===== config.mk =====
export PLATFORM = sky130hd
export DESIGN_NAME = rtc_radial_carriage
export DESIGN_NICKNAME = d
export VERILOG_FILES = /design/src/logic/rtc_pkg.sv /design/src/logic/rtc_radial_carriage.sv
export SDC_FILE = /design/constraint.sdc
export NUM_CORES = 1
export LEC_CHECK = 0
export BUFFER_PORTS_ARGS = -buffer_cell sky130_fd_sc_hd__buf_2
export CAP_MARGIN = 20
export CORE_ASPECT_RATIO = 0.75
export CORE_MARGIN = 2
export CORE_UTILIZATION = 65
export DETAILED_ROUTE_END_ITERATION = 6
export HOLD_SLACK_MARGIN = 0.08
export PLACE_DENSITY = 0.93
export SLEW_MARGIN = 20
export SYNTH_ARGS = -nofsm -noshare
export SYNTH_HDL_FRONTEND = slang
export SYNTH_SLANG_ARGS = --single-unit

===== constraint.sdc =====
create_clock -name i_mclk -period 7.8 [get_ports i_mclk]
set_input_delay 0.78 -clock i_mclk [delete_from_list [all_inputs] [get_ports i_mclk]]
set_output_delay 0.78 -clock i_mclk [all_outputs]
set_load 0.01 [all_outputs]

===== src/logic/rtc_pkg.sv =====
// Constants and types for the radial tracking and carriage controller
`default_nettype none
package rtc_pkg;
  localparam int unsigned REV_W = 24;
  localparam int unsigned MT_W = 8;
  localparam int unsigned CLK_PERIOD_NS = 100;
  localparam int unsigned RAMP_TIME_NS = 20000;
  localparam int unsigned RAMP_CYC = RAMP_TIME_NS / CLK_PERIOD_NS;
  localparam logic [MT_W-1:0] RAMP_LAST = MT_W'(RAMP_CYC - 1);
  localparam logic [MT_W-1:0] RAMP_FULL = MT_W'(RAMP_CYC);
  localparam logic [REV_W-1:0] REV_MAX = {REV_W{1'b1}};
  localparam logic [7:0] CROSS_MAX = 8'hFF;

  typedef enum logic [2:0] {
    ST_IDLE = 3'b000,
    ST_SPIN = 3'b001,
    ST_ACQ = 3'b010,
    ST_TRK = 3'b011,
    ST_ABORT = 3'b100
  } rtc_st_t;

  typedef enum logic [1:0] {
    C_IDLE = 2'b00,
    C_PLAY = 2'b01,
    C_LOAD = 2'b10
  } rtc_cst_t;

  // Every asynchronous pin, carried as one word through the synchroniser
  typedef struct packed {
    logic ste;
    logic hf_present_detect;
    logic cmpn;
    logic cmpi;
    logic loss;
    logic rev;
    logic spd;
    logic phi;
    logic plo;
  } rtc_pins_t;
endpackage : rtc_pkg
`default_nettype wire


===== src/logic/rtc_radial_carriage.sv =====
// Radial actuator handover, excursion measurement and carriage control
`timescale 1ns/100ps
`default_nettype none
module rtc_radial_carriage import rtc_pkg::*; #(
  parameter int unsigned MAX_CROSS = 16,
  parameter int unsigned EXC_LIMIT = 60
) (
  input wire logic i_mclk,
  input wire logic i_srst,
  input wire logic i_squared_tracking_error,
  input wire logic i_hf_present_detect,
  input wire logic i_cmp_normal,
  input wire logic i_cmp_inverted,
  input wire logic i_track_loss_flag,
  input wire logic i_rev_pulse,
  input wire logic i_speed_ok,
  input wire logic i_carriage_position_sense_hi,
  input wire logic i_carriage_position_sense_lo,
  input wire logic i_audio_disc_select,
  input wire logic i_run,
  input wire logic i_load,
  input wire logic i_unload,
  input wire logic i_fast,
  output logic o_radial_open_loop_hold,
  output logic o_loop_bandwidth_select,
  output logic o_error_hold,
  output logic o_dither_phase_audio,
  output logic o_ramp_start,
  output logic o_carriage_ramp_enable,
  output logic o_carriage_direction,
  output logic o_carriage_speed_a,
  output logic o_carriage_speed_b,
  output logic o_spin_abort,
  output logic signed [MT_W:0] o_excursion
);

  rtc_pins_t pin_s1_ff;
  rtc_pins_t pin_s2_ff;
  rtc_pins_t pin_prv_ff;
  rtc_pins_t pins_raw;

  assign pins_raw = '{ste: i_squared_tracking_error, hf_present_detect: i_hf_present_detect,
                      cmpn: i_cmp_normal, cmpi: i_cmp_inverted,
                      loss: i_track_loss_flag, rev: i_rev_pulse, spd: i_speed_ok,
                      phi: i_carriage_position_sense_hi,
                      plo: i_carriage_position_sense_lo};

  // Stage one feeds stage two only
  always_ff @(posedge i_mclk) begin
    if (i_srst) begin
      pin_s1_ff <= '0;
      pin_s2_ff <= '0;
      pin_prv_ff <= '0;
    end else begin
      pin_s1_ff <= pins_raw;
      pin_s2_ff <= pin_s1_ff;
      pin_prv_ff <= pin_s2_ff;
    end
  end

  wire hfd_rise = pin_s2_ff.hf_present_detect & ~pin_prv_ff.hf_present_detect;
  wire rev_edge = pin_s2_ff.rev & ~pin_prv_ff.rev;
  // Level one cycle before the HF rise; high means inward
  wire cross_in = hfd_rise & pin_prv_ff.ste;
  wire cross_out = hfd_rise & ~pin_prv_ff.ste;

  // Revolution timing
  logic [REV_W-1:0] rev_cnt_ff;
  logic [REV_W-1:0] rev_per_ff;
  logic rev_seen_ff;
  wire [REV_W-1:0] rev_half = rev_per_ff >> 1;
  wire samp_pt = rev_seen_ff & ((rev_cnt_ff == '0) | (rev_cnt_ff == rev_half));

  always_ff @(posedge i_mclk) begin
    if (i_srst) begin
      rev_cnt_ff <= '0;
      rev_per_ff <= '0;
      rev_seen_ff <= 1'b0;
    end else if (rev_edge) begin
      rev_cnt_ff <= '0;
      rev_per_ff <= rev_cnt_ff;
      rev_seen_ff <= 1'b1;
    end else if (rev_cnt_ff != REV_MAX) begin
      rev_cnt_ff <= rev_cnt_ff + 1'b1;
    end
  end

  // Crossing count and the parallel-running gap within a turn
  logic [7:0] cross_cnt_ff;
  logic [REV_W-1:0] out_pos_ff;
  logic [REV_W-1:0] in_pos_ff;
  logic gap_open_ff;
  logic gap_done_ff;
  logic [REV_W-1:0] hand_pos_ff;
  logic hand_vld_ff;
  wire [REV_W:0] pos_sum = {1'b0, out_pos_ff} + {1'b0, in_pos_ff};

  always_ff @(posedge i_mclk) begin
    if (i_srst) begin
      cross_cnt_ff <= '0;
      out_pos_ff <= '0;
      in_pos_ff <= '0;
      gap_open_ff <= 1'b0;
      gap_done_ff <= 1'b0;
      hand_pos_ff <= '0;
      hand_vld_ff <= 1'b0;
    end else if (rev_edge) begin
      cross_cnt_ff <= '0;
      gap_open_ff <= 1'b0;
      gap_done_ff <= 1'b0;
      hand_vld_ff <= gap_done_ff;
      // Midpoint of the gap recurs at the same phase next turn
      if (gap_done_ff) begin
        hand_pos_ff <= pos_sum[REV_W:1];
      end
    end else begin
      if (hfd_rise && cross_cnt_ff != CROSS_MAX) begin
        cross_cnt_ff <= cross_cnt_ff + 1'b1;
      end
      if (cross_out) begin
        out_pos_ff <= rev_cnt_ff;
        gap_open_ff <= 1'b1;
        gap_done_ff <= 1'b0;
      end else if (cross_in && gap_open_ff) begin
        in_pos_ff <= rev_cnt_ff;
        gap_open_ff <= 1'b0;
        gap_done_ff <= 1'b1;
      end
    end
  end

  // Main sequence
  rtc_st_t st_ff;
  rtc_st_t nxt_st;
  logic lock_ff;
  wire too_many = rev_edge & (cross_cnt_ff > 8'(MAX_CROSS));
  wire at_hand = hand_vld_ff & pin_s2_ff.spd & (rev_cnt_ff == hand_pos_ff);

  always_comb begin
    nxt_st = st_ff;
    unique case (st_ff)
      ST_IDLE: begin
        if (i_run) nxt_st = ST_SPIN;
      end
      ST_SPIN: begin
        if (!i_run) nxt_st = ST_IDLE;
        else if (too_many) nxt_st = ST_ABORT;
        else if (rev_edge && cross_cnt_ff != '0) nxt_st = ST_ACQ;
      end
      ST_ACQ: begin
        if (!i_run) nxt_st = ST_IDLE;
        else if (too_many) nxt_st = ST_ABORT;
        else if (at_hand) nxt_st = ST_TRK;
      end
      ST_TRK: begin
        if (!i_run) nxt_st = ST_IDLE;
      end
      ST_ABORT: begin
        if (!i_run) nxt_st = ST_IDLE;
      end
      default: nxt_st = ST_IDLE;
    endcase
  end

  always_ff @(posedge i_mclk) begin
    if (i_srst) begin
      st_ff <= ST_IDLE;
      lock_ff <= 1'b0;
      o_radial_open_loop_hold <= 1'b1;
      o_loop_bandwidth_select <= 1'b0;
      o_error_hold <= 1'b0;
      o_dither_phase_audio <= 1'b0;
      o_spin_abort <= 1'b0;
    end else begin
      st_ff <= nxt_st;
      // Locked at the first revolution pulse edge after the loop closes
      if (nxt_st != ST_TRK) lock_ff <= 1'b0;
      else if (rev_edge) lock_ff <= 1'b1;
      o_radial_open_loop_hold <= (nxt_st != ST_TRK);
      // Startup bandwidth returns on the same edge as the loop opens
      o_loop_bandwidth_select <= lock_ff & (nxt_st == ST_TRK);
      o_error_hold <= pin_s2_ff.loss & (nxt_st == ST_TRK);
      o_dither_phase_audio <= i_audio_disc_select;
      o_spin_abort <= (nxt_st == ST_ABORT);
    end
  end

  // Excursion measurement against the self-started ramp
  logic meas_ff;
  logic [MT_W-1:0] mt_ff;
  logic [MT_W-1:0] tn_ff;
  logic [MT_W-1:0] ti_ff;
  logic gotn_ff;
  logic goti_ff;
  logic signed [MT_W:0] dprev_ff;
  logic have_prev_ff;
  logic mean_vld_ff;
  wire meas_go = samp_pt & ~meas_ff & (st_ff == ST_TRK);
  wire meas_end = meas_ff & (mt_ff == RAMP_LAST);
  // Difference cancels the reference level of both copies
  wire signed [MT_W:0] dcur = $signed({1'b0, tn_ff}) - $signed({1'b0, ti_ff});
  wire signed [MT_W+1:0] dsum = {dprev_ff[MT_W], dprev_ff} + {dcur[MT_W], dcur};
  wire signed [MT_W:0] dmean = dsum[MT_W+1:1];
  wire [MT_W:0] mag = o_excursion[MT_W] ? (MT_W+1)'(0) - o_excursion : o_excursion;
  wire exc_hit = mean_vld_ff & (mag >= (MT_W+1)'(EXC_LIMIT));

  always_ff @(posedge i_mclk) begin
    if (i_srst) begin
      meas_ff <= 1'b0;
      mt_ff <= '0;
      tn_ff <= '0;
      ti_ff <= '0;
      gotn_ff <= 1'b0;
      goti_ff <= 1'b0;
      dprev_ff <= '0;
      have_prev_ff <= 1'b0;
      mean_vld_ff <= 1'b0;
      o_excursion <= '0;
      o_ramp_start <= 1'b0;
    end else begin
      o_ramp_start <= meas_go;
      mean_vld_ff <= 1'b0;
      if (st_ff != ST_TRK) have_prev_ff <= 1'b0;
      if (meas_go) begin
        meas_ff <= 1'b1;
        mt_ff <= '0;
        // No comparator edge reads as full scale
        tn_ff <= RAMP_FULL;
        ti_ff <= RAMP_FULL;
        gotn_ff <= 1'b0;
        goti_ff <= 1'b0;
      end else if (meas_ff) begin
        mt_ff <= mt_ff + 1'b1;
        if (pin_s2_ff.cmpn && !gotn_ff) begin
          tn_ff <= mt_ff;
          gotn_ff <= 1'b1;
        end
        if (pin_s2_ff.cmpi && !goti_ff) begin
          ti_ff <= mt_ff;
          goti_ff <= 1'b1;
        end
        if (meas_end) begin
          meas_ff <= 1'b0;
          dprev_ff <= dcur;
          have_prev_ff <= 1'b1;
          if (have_prev_ff) begin
            o_excursion <= dmean;
            mean_vld_ff <= 1'b1;
          end
        end
      end
    end
  end

  // Carriage motor
  rtc_cst_t cst_ff;
  rtc_cst_t nxt_cst;
  logic [1:0] pos_ref_ff;
  logic cdir_ff;
  wire loading = i_load | i_unload;
  wire [1:0] pos_now = {pin_s2_ff.phi, pin_s2_ff.plo};
  // Live sign on the entry edge, frozen while the pickup moves
  wire dir_now = (cst_ff == C_IDLE) ? o_excursion[MT_W] : cdir_ff;

  always_comb begin
    nxt_cst = cst_ff;
    unique case (cst_ff)
      C_IDLE: begin
        if (loading) nxt_cst = C_LOAD;
        else if (nxt_st == ST_TRK && exc_hit) nxt_cst = C_PLAY;
      end
      C_PLAY: begin
        // Pickup stepped once the position sense pattern moves
        if (pos_now != pos_ref_ff || nxt_st != ST_TRK) nxt_cst = C_IDLE;
      end
      C_LOAD: begin
        if (!loading) nxt_cst = C_IDLE;
      end
      default: nxt_cst = C_IDLE;
    endcase
  end

  always_ff @(posedge i_mclk) begin
    if (i_srst) begin
      cst_ff <= C_IDLE;
      pos_ref_ff <= '0;
      cdir_ff <= 1'b0;
      o_carriage_ramp_enable <= 1'b0;
      o_carriage_direction <= 1'b0;
      o_carriage_speed_a <= 1'b0;
      o_carriage_speed_b <= 1'b0;
    end else begin
      cst_ff <= nxt_cst;
      if (cst_ff == C_IDLE) begin
        pos_ref_ff <= pos_now;
        cdir_ff <= o_excursion[MT_W];
      end
      o_carriage_ramp_enable <= (nxt_cst == C_PLAY);
      o_carriage_direction <= (nxt_cst == C_LOAD) ? i_unload : dir_now;
      o_carriage_speed_a <= (nxt_cst == C_LOAD);
      o_carriage_speed_b <= (nxt_cst == C_LOAD) & i_fast;
    end
  end

endmodule : rtc_radial_carriage
`default_nettype wire


==> results of run 1 <==
## registers in the layout (all words and copies together) (netlist names), 9 cells and up
name,cells
in_pos_ff,24
out_pos_ff,24
hand_pos_ff,24
pin_s2_ff,9
rev_cnt_ff,24
o_excursion,9
pin_s1_ff,9
rev_per_ff,23
dprev_ff,9
## metrics by stage
step / utilization / setup slack, ns / hold WS (ns) / power, mW
finish: 0.709 / 4.60 / 0.412 / 2.22
global route: 0.709 / 4.33 / 0.453 / 2.27
CTS: 0.708 / 4.64 / 0.415 / 2.22
detailed placement: 0.666 / 4.67 / 0.405 / 1.22
global placement: 0.666 / 4.73 / 0.407 / 1.21
floorplan: - / 4.93 / 0.394 / 1.20
## routing by layer
layer / track usage / vias up
met5: 0 / -
met4: 0.0827 / 0
met3: 0.0478 / 66
met2: 0.472 / 357
met1: 0.411 / 4256
li1: - / 4312
## kinds of logic after synthesis
kind of cell / after synthesis / synth area share
AO/OA/AOI/OAI: 269 / 0.158
XOR/XNOR: 96 / 0.0799
adder cells (fa/ha/maj): 47 / 0.0575
buffers and inverters: 109 / 0.0518
flip-flops: 218 / 0.411
multiplexers: 6 / 0.00566
AND/OR/NAND/NOR: 533 / 0.236
## critical path: cells and delay by family (launching register included)
family	cells	cell delay (ns)
AND/OR/NAND/NOR	2	0.42
AO/OA/AOI/OAI	5	1.14
buffers and inverters	3	0.21
adder cells (fa/ha/maj)	3	0.85
XOR/XNOR	1	0.19
flip-flops	1	0.32
## power by group
group / internal (mW) / switching, mW / leakage (nW) / total (mW)
registers: 1.12 / 0.00919 / 1.76 / 1.13
logic: 0.0184 / 0.0433 / 2.23 / 0.0618
clock network: 0.590 / 0.437 / 0.326 / 1.03
## cell usage after synthesis (5+ instances only)
cell	instances	area share
o21ai_0	31	0.015
or3_1	11	0.0065
buf_2	16	0.0075
dfxtp_1	218	0.41
nand4_1	22	0.013
o21a_1	8	0.0057
nor2_2	11	0.0065
mux2i_1	6	0.0057
nand3_1	25	0.012
a21oi_2	12	0.0099
nor4_1	11	0.0065
nand2_1	263	0.093
nand2b_1	9	0.0053
a21o_1	14	0.0099
a31oi_1	11	0.0065
nor2b_1	33	0.019
buf_1	10	0.0035
inv_1	32	0.011
nor4b_1	5	0.0041
clkbuf_1	35	0.012
buf_6	6	0.0064
xor2_1	42	0.035
nor2_1	70	0.025
xnor2_1	53	0.044
ha_1	44	0.052
a21oi_1	145	0.068
buf_4	6	0.0042
a211o_1	5	0.0041
and2_1	5	0.0029
nor3_1	33	0.016
and3_1	9	0.0053
## final cells by class
type	count	area share
clock inverter	7	0.00827
inverter	32	0.0106
tap	210	0.0232
timing repair buffer	38	0.0179
multi-input combinational	951	0.504
clock buffer	28	0.0513
sequential	218	0.385
## how the worst max path moves through the flow
stage / from / end / slack, ns / cells after the start
2_1_floorplan: tn_ff[0]$_SDFFE_PP0P_ / o_excursion[6]$_SDFFE_PP0P_ / 4.93 / 14
3_3_place_gp: tn_ff[0]$_SDFFE_PP0P_ / o_excursion[6]$_SDFFE_PP0P_ / 4.73 / 14
3_5_place_dp: tn_ff[0]$_SDFFE_PP0P_ / o_excursion[6]$_SDFFE_PP0P_ / 4.67 / 14
4_1_cts: tn_ff[0]$_SDFFE_PP0P_ / o_excursion[7]$_SDFFE_PP0P_ / 4.64 / 14
5_1_grt: ti_ff[1]$_SDFFE_PP0P_ / o_excursion[7]$_SDFFE_PP0P_ / 4.33 / 13
6_report: tn_ff[0]$_SDFFE_PP0P_ / o_excursion[7]$_SDFFE_PP0P_ / 4.60 / 14
## placed cells by master (no fill, tap or decap), types with 4 or more instances in the layout
cell type	Yosys	final
a21o_1	14	14
nand4_1	22	22
a21oi_2	12	12
o21ai_0	31	31
and2_1	5	5
xor2_1	42	42
a31oi_1	11	11
buf_4	6	5
xnor2_1	53	53
buf_2	16	33
nand3_1	25	25
nor2_2	11	11
nor4_1	11	11
nor3_1	33	31
a211o_1	5	5
nor4b_1	5	5
o21a_1	8	8
dfxtp_1	218	218
inv_1	32	32
ha_1	44	44
a21oi_1	145	145
a211oi_1	4	4
and3_1	9	9
clkbuf_1	35	4
nand2_1	263	262
mux2i_1	6	6
or3_1	11	11
nor2b_1	33	32
o21bai_1	4	4
nor2_1	70	70
nand2b_1	9	9
clkbuf_16	0	21
==> flow_metrics.py, run 1 <==
metrics = {
    "die": {
        "pin_count": 35,
        "core_region_area_sq_mm": 0.0160,
        "fp.dieH_um": 115,
        "start_util": 0.663,
        "die_w_um": 152,
        "die_area_sq_mm": 0.0174,
        "placementRows": 40,
    },
    "global_route": {
        "grt-ovfl-total": 0,
        "grt_start_max_net_pins": 86,
        "grt_first_pass_wirelength_mm": 41.3,
        "grtUsageTotal": 0.294,
        "antenna_found_initial": 0,
        "grt_pass1_vias": 8524,
    },
    "hold_path": {
        "worstHoldStart": "pin_s2_ff[4]$_SDFF_PP0_",
        "hold_path.class": "reg -> reg",
        "hold_depth": 2,
        "hold_end": "o_error_hold$_SDFF_PP0_",
    },
    "detailed_routing": {
        "m1WireLength_mm": 11.2,
        "top_layer": "met4",
        "drc_errors": 0,
        "route.met2.wl_mm": 11.5,
        "num_vias": 8991,
        "dr.pass1.iters": 7,
        "route.met3.wl_mm": 2.15,
        "routedWlPerCell_um": 17.2,
        "antenna_left": 0,
        "drt_wl_total_mm": 25.5,
        "drt-initial-drc-count": 853,
        "vias_per_cell": 6.06,
    },
    "sta": {
        "timing.fmax_ghz": 0.313,
        "setup_viol": 0,
        "relSlewSlack": 0.260,
        "skew_ns": 0.0120,
        "worst_pin_slew_ns": 1.11,
        "finalCritPeriodShare": 0.410,
        "finalSetupTns_ns": 0,
        "period_minus_slack_ns": 3.20,
        "rsz0062_at_grt": "no",
        "finalHoldViolCount": 0,
        "drv_slew": 0,
    },
    "layout": {
        "seqCellArea_sq_mm": 0.00436,
        "n_fill_cell": 1102,
        "fin_nets": 1325,
        "fin_area_sq_mm": 0.0113,
        "multi_input_area_sq_mm": 0.00572,
        "synthToLayoutAreaGrowth_pct": 6.91,
        "drive_gt1_frac": 0.0973,
        "final_cells": 1484,
        "diodes": 0,
    },
    "power_and_ir_drop": {
        "p_leak_nw": 4.32,
        "vdd_drop_max_mv": 0.158,
        "power_density_mw_per_mm2": 196,
    },
    "worst_setup_path": {
        "worstReg2RegStart": "tn_ff[0]$_SDFFE_PP0P_",
        "r2r_slack_ns": 4.60,
        "max_stage_delay_ns": 0.46,
        "cp_cell_sequence": "inv_1, ha_1, inv_1, fa_1, a21o_1, a21oi_1, xnor2_1, ha_1, inv_1, o21bai_1, a2111oi_1, nor3_1, nor4b_1, a221o_1",
        "crit_slowest_cell": "a2111oi_1",
        "worstRegToRegCells": 14,
        "r2r_end": "o_excursion[7]$_SDFFE_PP0P_",
        "start_kind": "register",
        "crit_type": "reg -> reg",
        "crit_path_end_kind": "register",
        "path_common_cell": "inv_1",
        "crit_arrival_ns": 3.63,
        "path_max_fanout": 3,
        "worst_ep_required_time_ns": 8.24,
    },
    "place": {
        "placed_area_sq_mm": 0.0107,
        "placed_cells": 1449,
        "place_congestion": 0.905,
        "post-dp-hpwl_mm": 17.4,
        "port-buffer-count": 34,
    },
    "clocking": {
        "numCtsBuffers": 21,
        "clk_latency_ns": 0.51,
        "cts_tree": "yes",
        "clock-sinks": 218,
        "hold_buffers": 0,
        "cts.repair.resized": 0,
        "clock_path_buffers": 3,
        "clk_pin_slew_ns": 0.07,
        "cts-root-buf": "clkbuf_16",
        "htree_num_levels": 1,
        "post_cts_buffers": 0,
    },
    "synth": {
        "yosysSeqAreaShare": 0.411,
        "synth.avg_cell_area_sq_um": 8.31,
        "synthArstFlopShare": 0,
        "synth_cells": 1278,
        "synth_fp_nets": 1341,
        "synth_flop_cell": "dfxtp_1",
        "syn_area_sq_mm": 0.0106,
        "ys_types": 80,
        "synth_edf_count": 0,
        "synth.yosys.warnings": 0,
        "ys_ff_latch": 218,
    },
    "job": {
        "drv_cap": 0,
    },
    "run_status": {
        "status": "complete, no violations",
    },
}
Note: power is estimated with default switching activity, not from simulation.
==> inputs of run 2 (changes only) <==
Settings changed: CORE_UTILIZATION 65 to 62, PLACE_DENSITY 0.93 to 0.9.
Clock period 7.8 ns to 3.3 ns, I/O delays scaled along.
==> flow_metrics.py, run 2 (synthesis results as in run 1) <==
metrics = {
    "detailed_routing": {
        "routedWlPerCell_um": 17.0,
        "antenna_left": 0,
        "drt-initial-drc-count": 879,
        "drc_errors": 0,
        "drt_wl_total_mm": 25.7,
        "num_vias": 9062,
        "vias_per_cell": 6.01,
        "dr.pass1.iters": 5,
    },
    "global_route": {
        "grt_pass1_vias": 8519,
        "antenna_found_initial": 1,
        "grtUsageTotal": 0.284,
        "grt_first_pass_wirelength_mm": 42.7,
        "grt-ovfl-total": 0,
        "grt_start_max_net_pins": 91,
    },
    "die": {
        "core_region_area_sq_mm": 0.0168,
        "fp.dieH_um": 117,
        "placementRows": 41,
        "die_w_um": 155,
        "pin_count": 35,
        "die_area_sq_mm": 0.0182,
        "start_util": 0.633,
    },
    "worst_setup_path": {
        "max_stage_delay_ns": 0.39,
        "crit_arrival_ns": 3.43,
        "crit_type": "reg -> reg",
        "worstRegToRegCells": 14,
        "crit_slowest_cell": "fa_1",
        "cp.depth": 14,
        "worst_ep_required_time_ns": 3.69,
        "cp_cell_sequence": "inv_1, ha_1, inv_1, fa_1, a21o_1, a21oi_2, o21bai_1, a21oi_2, xnor2_1, ha_1, a21o_1, a31oi_2, nor4_1, a311o_1",
        "start_kind": "register",
        "crit_family": "compound AO/OA/AOI/OAI gates",
        "critPathBufInv": 2,
        "crit_path_end_kind": "register",
        "path_max_fanout": 4,
    },
    "clocking": {
        "post_cts_buffers": 0,
        "numCtsBuffers": 21,
        "cts-root-buf": "clkbuf_16",
        "cts_tree": "yes",
        "clk_pin_slew_ns": 0.06,
        "htree_num_levels": 1,
        "clock_path_buffers": 3,
        "clk_latency_ns": 0.51,
        "clock-sinks": 218,
    },
    "power_and_ir_drop": {
        "vdd_drop_max_mv": 0.457,
        "total_power_mw": 5.19,
        "p_leak_nw": 4.40,
        "power_density_mw_per_mm2": 451,
    },
    "layout": {
        "fin_nets": 1341,
        "diodes": 0,
        "final_common_cell": "nand2_1",
        "drive_gt1_frac": 0.102,
        "layout_common_cells": "nand2_1 (263), dfxtp_1 (218), a21oi_1 (143), nor2_1 (70), xnor2_1 (53)",
        "synthToLayoutAreaGrowth_pct": 8.38,
        "n_fill_cell": 1200,
    },
    "place": {
        "port-buffer-count": 34,
        "post-dp-hpwl_mm": 16.8,
        "place_congestion": 0.902,
    },
    "job": {
        "drv_cap": 0,
    },
    "sta": {
        "timing.fmax_ghz": 0.329,
        "rsz0062_at_grt": "no",
        "drv_slew": 0,
        "finalHoldViolCount": 0,
        "relSlewSlack": 0.304,
        "finalSetupTns_ns": 0,
        "skew_ns": 0.0211,
        "worst_pin_slew_ns": 1.04,
        "finalCritPeriodShare": 0.922,
        "period_minus_slack_ns": 3.04,
        "setup_viol": 0,
    },
    "hold_path": {
        "hold_depth": 2,
        "hold_path.class": "in -> reg",
    },
    "run_status": {
        "status": "complete, no violations",
    },
}
[run 2: changes by cell type in the layout (fill, tap and decap cells not counted), moves of 2 or more]
| cell | change |
|---|---|
| clkbuf_8 | +5 |
| clkbuf_1 | +3 |
| bufinv_16 | -2 |
| a21oi_1 | -2 |
| clkinvlp_4 | -2 |
| buf_4 | +6 |
| dlygate4sd3_1 | +10 |
| a21oi_2 | +2 |
[run 2: routing by layer]
layer  global-route usage  wire (um)  up-vias
met5                    0          0        -
met2                0.435      11300      402
met4               0.0920        676        0
met1                0.411      11400     4259
li1                     -          -     4338
met3               0.0451       2240       63
[run 2: cell type report]
cell class	instances	area [sq um]	share of cell area
Timing Repair Buffer	54	348	0.0302
Inverter	32	120	0.0104
Tap cell	215	269	0.0234
Multi-Input combinational cell	951	5730	0.498
Sequential cell	218	4360	0.379
Clock inverter	2	13.8	0.00120
Clock buffer	36	662	0.0575
[run 2: path summary, 6_finish.rpt]
kind / start / endpoint / slack, ns
worst max-delay path: tn_ff[0]$_SDFFE_PP0P_ / o_excursion[6]$_SDFFE_PP0P_ / 0.26
worst min-delay path: i_speed_ok / pin_s1_ff[2]$_SDFF_PP0_ / 0.12
worst max register to register: tn_ff[0]$_SDFFE_PP0P_ / o_excursion[6]$_SDFFE_PP0P_ / 0.26
worst min register to register: pin_s1_ff[4]$_SDFF_PP0_ / pin_s2_ff[4]$_SDFF_PP0_ / 0.43
[run 2: power breakdown]
part | total [mW] | internal, mW | switching, mW
combinational | 0.162 | 0.0542 | 0.108
clock | 2.36 | 1.36 | 0.998
sequential | 2.67 | 2.65 | 0.0198
total | 5.19 | 4.07 | 1.13
[run 2: timing repair]
| item | 4_1_cts | 5_1_grt |
|---|---|---|
| resized for setup | 0 | 3 |
| endpoints found under the setup margin | 0 | 1 |
| hold buffers | 10 | 0 |
| hold endpoints to repair | 10 | 0 |
[run 2: stage by stage]
stage | instances | util | instance area (sq um) | hold WS [ns] | worst slack (ns)
final | 1508 | 0.686 | 11500 | 0.115 | 0.256
after CTS | 1508 | 0.685 | 11500 | 0.101 | 0.204
after detailed placement | 1460 | 0.639 | 10700 | 0.424 | 0.209
after global placement | 1460 | 0.639 | 10700 | 0.400 | 0.262
after floorplan | 1278 | - | 10600 | 0.394 | 0.428
after global routing | 1508 | 0.686 | 11500 | 0.112 | 0.0626
